--- src/pkg/vadc_pkg.sv ---
// package: constants for the video converter digital interface
package vadc_pkg;
    localparam int VADC_WORD_W = 8;                  // sample word width
    localparam int VADC_FIFO_DEPTH = 32;             // words held in fifo
    localparam int VADC_PTR_W = 5;                   // fifo pointer width
    localparam logic [7:0] VADC_CODE_MIN = 8'h00;    // bottom reference code
    localparam logic [7:0] VADC_CODE_MAX = 8'hFF;    // top reference code
    localparam logic [7:0] VADC_CODE_MID = 8'h80;    // first code of upper half
    localparam logic [7:0] VADC_WORD_RST = 8'h00;    // reset value of words
    localparam int VADC_CLK_MHZ = 200;               // system clock rate
    localparam int VADC_RATE_MAX_KSPS = 35000;       // fastest sample clock
    localparam int VADC_RATE_MIN_KSPS = 500;         // slowest sample clock
    // shortest legal sample period in system cycles (round up)
    localparam int VADC_PER_MIN_CYC =
        (VADC_CLK_MHZ * 1000 + VADC_RATE_MAX_KSPS - 1) / VADC_RATE_MAX_KSPS;
    // longest legal sample period in system cycles (round down)
    localparam int VADC_PER_MAX_CYC =
        (VADC_CLK_MHZ * 1000) / VADC_RATE_MIN_KSPS;
    localparam int VADC_LAT_FALL = 3;                // rises from sample to out
endpackage : vadc_pkg

--- src/vadc_fifo.sv ---
// file: parameterised valid/ready fifo for sample words
`timescale 1ns/1ps
module vadc_fifo
    import vadc_pkg::*;
#(
    parameter int WIDTH = 8,
    parameter int DEPTH = 32,
    parameter int PTR_W = 5
) (
    input wire logic i_mclk,
    input wire logic i_rst,
    input wire logic i_in_valid,
    output logic o_in_ready,
    input wire logic [WIDTH-1:0] i_in_data,
    output logic o_out_valid,
    input wire logic i_out_ready,
    output logic [WIDTH-1:0] o_out_data
);
    // state of the fifo
    typedef struct packed {
        logic [PTR_W-1:0] wr;   // write pointer
        logic [PTR_W-1:0] rd;   // read pointer
        logic [PTR_W:0] count;  // words held
    } vadc_fifo_type;

    vadc_fifo_type st;
    vadc_fifo_type next_st;
    logic [WIDTH-1:0] mem [DEPTH];  // word storage
    logic push;
    logic pop;

    ////////////////////////////////////////////////////////////////////////
    // handshakes
    assign o_in_ready = (st.count != (PTR_W+1)'(DEPTH));
    assign o_out_valid = (st.count != '0);
    assign push = i_in_valid && o_in_ready;
    assign pop = o_out_valid && i_out_ready;
    assign o_out_data = mem[st.rd];

    // next pointer values
    always_comb begin
        next_st = st;
        if (push) begin
            next_st.wr = st.wr + 1'b1;
        end
        if (pop) begin
            next_st.rd = st.rd + 1'b1;
        end
        if (push && !pop) begin
            next_st.count = st.count + 1'b1;
        end else if (pop && !push) begin
            next_st.count = st.count - 1'b1;
        end
    end

    // register state and storage
    always_ff @(posedge i_mclk) begin
        if (i_rst) begin
            st <= '0;
        end else begin
            st <= next_st;
        end
        if (push) begin
            mem[st.wr] <= i_in_data;
        end
    end
endmodule // vadc_fifo

--- src/vadc_core.sv ---
// file: digital side of the two-step video converter
`timescale 1ns/1ps
module vadc_core
    import vadc_pkg::*;
(
    input wire logic i_mclk,                       // system clock
    input wire logic i_rst,                        // sync reset
    input wire logic i_sample_clk,                 // sampled sample clock
    input wire logic [7:0] i_analog_code,          // quantised input
    input wire logic [7:0] i_clamp_code,           // clamp reference code
    input wire logic i_clamp_enable_n,             // clamp enable, low on
    input wire logic i_clamp_pulse_n,              // clamp pulse, low holds
    input wire logic i_output_enable_n,            // output enable, low on
    output logic [7:0] o_sample_word,              // pin output value
    output logic [7:0] o_sample_word_oe,           // pin drive enables
    output logic o_clamp_active,                   // clamp switch closed
    output logic o_word_valid,                     // fifo word available
    input wire logic i_word_ready,                 // fifo drain ready
    output logic [7:0] o_word_data,                // fifo word
    output logic o_overflow                        // result lost, fifo full
);
    // pipeline state
    typedef struct packed {
        logic clk_d;          // last sample clock level
        logic [7:0] held;     // sampled value
        logic [3:0] coarse;   // upper comparator result
        logic [3:0] fine_src; // lower bits waiting
        logic [3:0] fine;     // lower comparator result
        logic [3:0] upper2;   // upper bits aligned
        logic [7:0] word;     // output register
        logic [2:0] vld;      // stage valid flags
        logic push;           // new word this cycle
        logic overflow;       // sticky drop flag
    } vadc_core_type;

    vadc_core_type st;
    vadc_core_type next_st;
    logic fall;
    logic rise;
    logic clamp_on;
    logic [7:0] input_level;
    logic fifo_in_ready;

    ////////////////////////////////////////////////////////////////////////
    // edge detect and clamp path
    assign fall = st.clk_d && !i_sample_clk;
    assign rise = !st.clk_d && i_sample_clk;
    assign clamp_on = !i_clamp_enable_n && !i_clamp_pulse_n;
    assign input_level = clamp_on ? i_clamp_code : i_analog_code;
    assign o_clamp_active = clamp_on;

    // three-state drive of the word pins
    assign o_sample_word = st.word;
    assign o_sample_word_oe = {8{!i_output_enable_n}};
    assign o_overflow = st.overflow;

    ////////////////////////////////////////////////////////////////////////
    // pipeline: sample on fall, coarse on rise 1, fine on 2, out on 3
    always_comb begin
        next_st = st;
        next_st.clk_d = i_sample_clk;
        next_st.push = 1'b0;
        if (fall) begin
            // take the input level (clamp code while clamping), code is straight binary
            next_st.held = input_level;
        end
        if (rise) begin
            // shift the stages together on every rising edge
            next_st.coarse = st.held[7:4];
            next_st.fine_src = st.held[3:0];
            next_st.upper2 = st.coarse;
            next_st.fine = st.fine_src;
            next_st.word = {st.upper2, st.fine};
            next_st.vld = {st.vld[1:0], 1'b1};
            next_st.push = st.vld[2];
        end
        if (st.push && !fifo_in_ready) begin
            next_st.overflow = 1'b1;
        end
    end

    // register state
    always_ff @(posedge i_mclk) begin
        if (i_rst) begin
            st <= '0;
        end else begin
            st <= next_st;
        end
    end

    ////////////////////////////////////////////////////////////////////////
    // capture buffer for results
    vadc_fifo #(
        .WIDTH(VADC_WORD_W),
        .DEPTH(VADC_FIFO_DEPTH),
        .PTR_W(VADC_PTR_W)
    ) u_fifo (
        .i_mclk(i_mclk),
        .i_rst(i_rst),
        .i_in_valid(st.push),
        .o_in_ready(fifo_in_ready),
        .i_in_data(st.word),
        .o_out_valid(o_word_valid),
        .i_out_ready(i_word_ready),
        .o_out_data(o_word_data)
    );
endmodule // vadc_core

--- config.mk ---
export PLATFORM = sky130hd
export DESIGN_NAME = vadc_core
export DESIGN_NICKNAME = d
export VERILOG_FILES = /design/src/pkg/vadc_pkg.sv /design/src/vadc_fifo.sv /design/src/vadc_core.sv
export SDC_FILE = /design/constraint.sdc
export NUM_CORES = 1
export LEC_CHECK = 0
export BUFFER_PORTS_ARGS = -buffer_cell sky130_fd_sc_hd__buf_2
export CORE_ASPECT_RATIO = 2
export CORE_UTILIZATION = 53
export CTS_BUF_LIST = sky130_fd_sc_hd__clkbuf_4
export DETAILED_ROUTE_END_ITERATION = 6
export PLACE_DENSITY = 0.81
export SYNTH_ARGS = -nofsm -noshare
export SYNTH_HDL_FRONTEND = slang
export SYNTH_HIERARCHICAL = 1
export SYNTH_SLANG_ARGS = --single-unit
--- constraint.sdc ---
create_clock -name i_mclk -period 3.75 [get_ports i_mclk]
set_input_delay 0.1875 -clock i_mclk [delete_from_list [all_inputs] [get_ports i_mclk]]
set_output_delay 0.1875 -clock i_mclk [all_outputs]
set_load 0.005 [all_outputs]
==> results.yml <==
sta:
  max_slew.worst_pin.slew_ns: 1.287
  slew_violations: 0
  tns_ns: 0
  hold_slack_ns: 0.1984
  min_period_over_period_pct: 86.31
  slew_headroom_pct: 14.11
  finalClockSkew_ns: 0.06259
  fin_crit_ns: 3.237
  finalSetupViolations: 0
  timing.fmax_mhz: 309.0
  rsz0062_at_grt: "no"
  hold_violations: 0
grt:
  antenna_found_initial: 1
  grt_pass1_vias: 7025
  grt_usage_pct: 20.89
  grt_max_degree: 63
  grt-ovfl-total: 0
  grt_pass1_wl_mm: 38.07
final_layout:
  fillers: 1722
  seq_area_um2: 8874
  area_growth_pct: 10.43
  multi_input_area_um2: 3359
  final_nets: 934
  stdcell_count: 1226
  final_common_cell: "edfxtp_1"
  final_area_um2: 14000
  drive_gt1_share_pct: 21.02
  layout_common_cells: "256 x edfxtp_1, 85 x clkbuf_4, 70 x nand2_1, 66 x mux2i_1, 62 x nor2_1"
critical_path:
  worst_ep_arrival_time_ns: 3.05
  reg2reg_slack_ns: 0.52
  startpoint_type: "flop"
  rr_startpoint: "u_fifo/st[4]"
  worst-setup-path-type: "reg2out"
  worstPathRequired_ns: 3.56
  r2r_cells: 9
  path_max_fanout: 24
  r2r-end: "u_fifo/st[5]"
  endpoint_kind: "output pin"
yosys:
  yosysSeqAreaShare_pct: 69.95
  synth.distinct_cells: 58
  ys_ff_latch: 315
  synthCells: 815
  synthesis.area_um2: 12680
  async_flop_share_pct: 0
  synth_flop_cell: "edfxtp_1"
  syn_nets: 850
  avgSynthCellArea_um2: 15.56
  synth-edff-count: 256
  yosysWarnings: 6
route:
  first_iter_violations: 533
  avgViaCountPerCell: 5.883
  ant_nets: 0
  drt-total-wl_mm: 25.17
  drtPass1Iterations: 7
  wl_per_cell_um: 20.53
  num_vias: 7213
  drcViolationCount: 6
placed_design:
  gp_congestion: 0.8741
  dp_hpwl_mm: 16.50
  portBuffers: 49
  place_inst: 1094
  place_area_um2: 12940
job:
  drv_cap: 0
clock_tree:
  clock-root-buffer: "clkbuf_4"
  insertion_delay_ns: 0.70
  clk_path_buf_depth: 3
  cts_buffers: 60
  cts_resized: 0
  cts_max_level: 2
  cts_tree: "yes"
  path_clk_slew_ns: 0.09
  cts_sinks: 315
min_path:
  whs_endpoint: "u_fifo/st[2]"
  holdCritPathClass: "in2reg"
  min_from: "i_rst"
  min_path_cells: 2
die:
  start_util_pct: 54.35
  die_h_um: 220.7
  coreArea_um2: 23330
  std_cell_rows: 79
  die-area_um2: 24580
  die_w_um: 111.4
  io-pin-count: 50
status:
  status: "finished, violations left"
  violations: "DRC"
pwr:
  p_total_mw: 7.360
  ir_drop_mv: 0.2582
  leakage_nw: 4.320
  powerDensity_nw_per_um2: 525.7
[state kept, by name, indices dropped and copies added, names as in the netlist, named ones only]
name and cells:
st 29, o_sample_word 8, o_overflow 1, u_fifo/mem 256
u_fifo/st 16
[synthesized netlist by cell type (5+ instances only)]
cell / n / area (µm²)
edfxtp_1: 256 / 7687
nand2_1: 70 / 262.8
mux2i_1: 66 / 660.6
nor2_1: 62 / 232.7
dfxtp_1: 59 / 1181
a22oi_1: 32 / 240.2
mux4_2: 32 / 720.7
a21oi_1: 29 / 145.1
nand3_1: 27 / 135.1
buf_4: 18 / 135.1
clkbuf_1: 16 / 60.06
buf_2: 15 / 75.07
ha_1: 11 / 137.6
buf_6: 9 / 101.4
inv_1: 9 / 33.78
o21ai_0: 9 / 45.04
a221oi_1: 8 / 70.07
a22o_1: 8 / 70.07
xor2_1: 8 / 70.07
nor2b_1: 6 / 37.54
a311oi_1: 5 / 43.79
[critical path, stage by stage (launching register included)]
cell      delay [ns]
dfxtp_2         0.82
buf_4           0.34
mux4_2          0.56
a221oi_1        0.41
nand3_1         0.12
buf_2           0.14
[final cells by class]
class | instances | area share, %
inverters | 9 | 0.2413
multi-input cells | 428 | 23.99
diodes | 1 | 0.01787
clock buffers | 85 | 4.558
flip-flops and latches | 315 | 63.38
well taps | 283 | 2.529
clock inverters | 20 | 1.135
repair buffers | 85 | 4.147
[through the flow]
step           util, %  setup WS (ns)
2_1_floorplan        -         0.9412
3_3_place_gp     55.48         0.7499
3_5_place_dp     55.48         0.6418
4_1_cts          60.01         0.4536
5_1_grt          60.02         0.2944
6_report         60.02         0.5134
[logic make-up after synthesis]
family                   share of synthesized area [%]
flip-flops                                       69.95
multiplexers                                     10.90
buffers and inverters                            3.553
AND/OR/NAND/NOR                                  7.076
XOR/XNOR                                        0.6218
AO/OA/AOI/OAI                                    6.662
adder cells (fa/ha/maj)                          1.243
[where the power goes]
group	switching [mW]	internal [mW]
Sequential	0.105	3.78
Combinational	0.569	0.491
Clock	1.17	1.25
[per-layer routing]
layer / global-route usage, % / up-vias / wire length, µm
met5: 0 / - / 0
met4: 14.82 / 0 / 1578
met3: 3.150 / 86 / 1059
met2: 40.35 / 265 / 14240
met1: 19.97 / 3546 / 8299
li1: - / 3316 / -
[worst max-delay path by stage]
stage                            start             end
final                             flop  o_word_data[0]
after CTS                         flop  o_word_data[2]
after global placement    u_fifo/st[0]    u_fifo/st[5]
after detailed placement  u_fifo/st[0]    u_fifo/st[5]
after floorplan           u_fifo/st[4]    u_fifo/st[5]
after global routing              flop  o_word_data[2]
[timing repair]
item	4_1_cts	5_1_grt
endpoints found under the hold margin	15	0
hold buffers	26	0
endpoints found under the setup margin	0	0
buffers inserted	0	0
(Power assumes the default switching activity.)
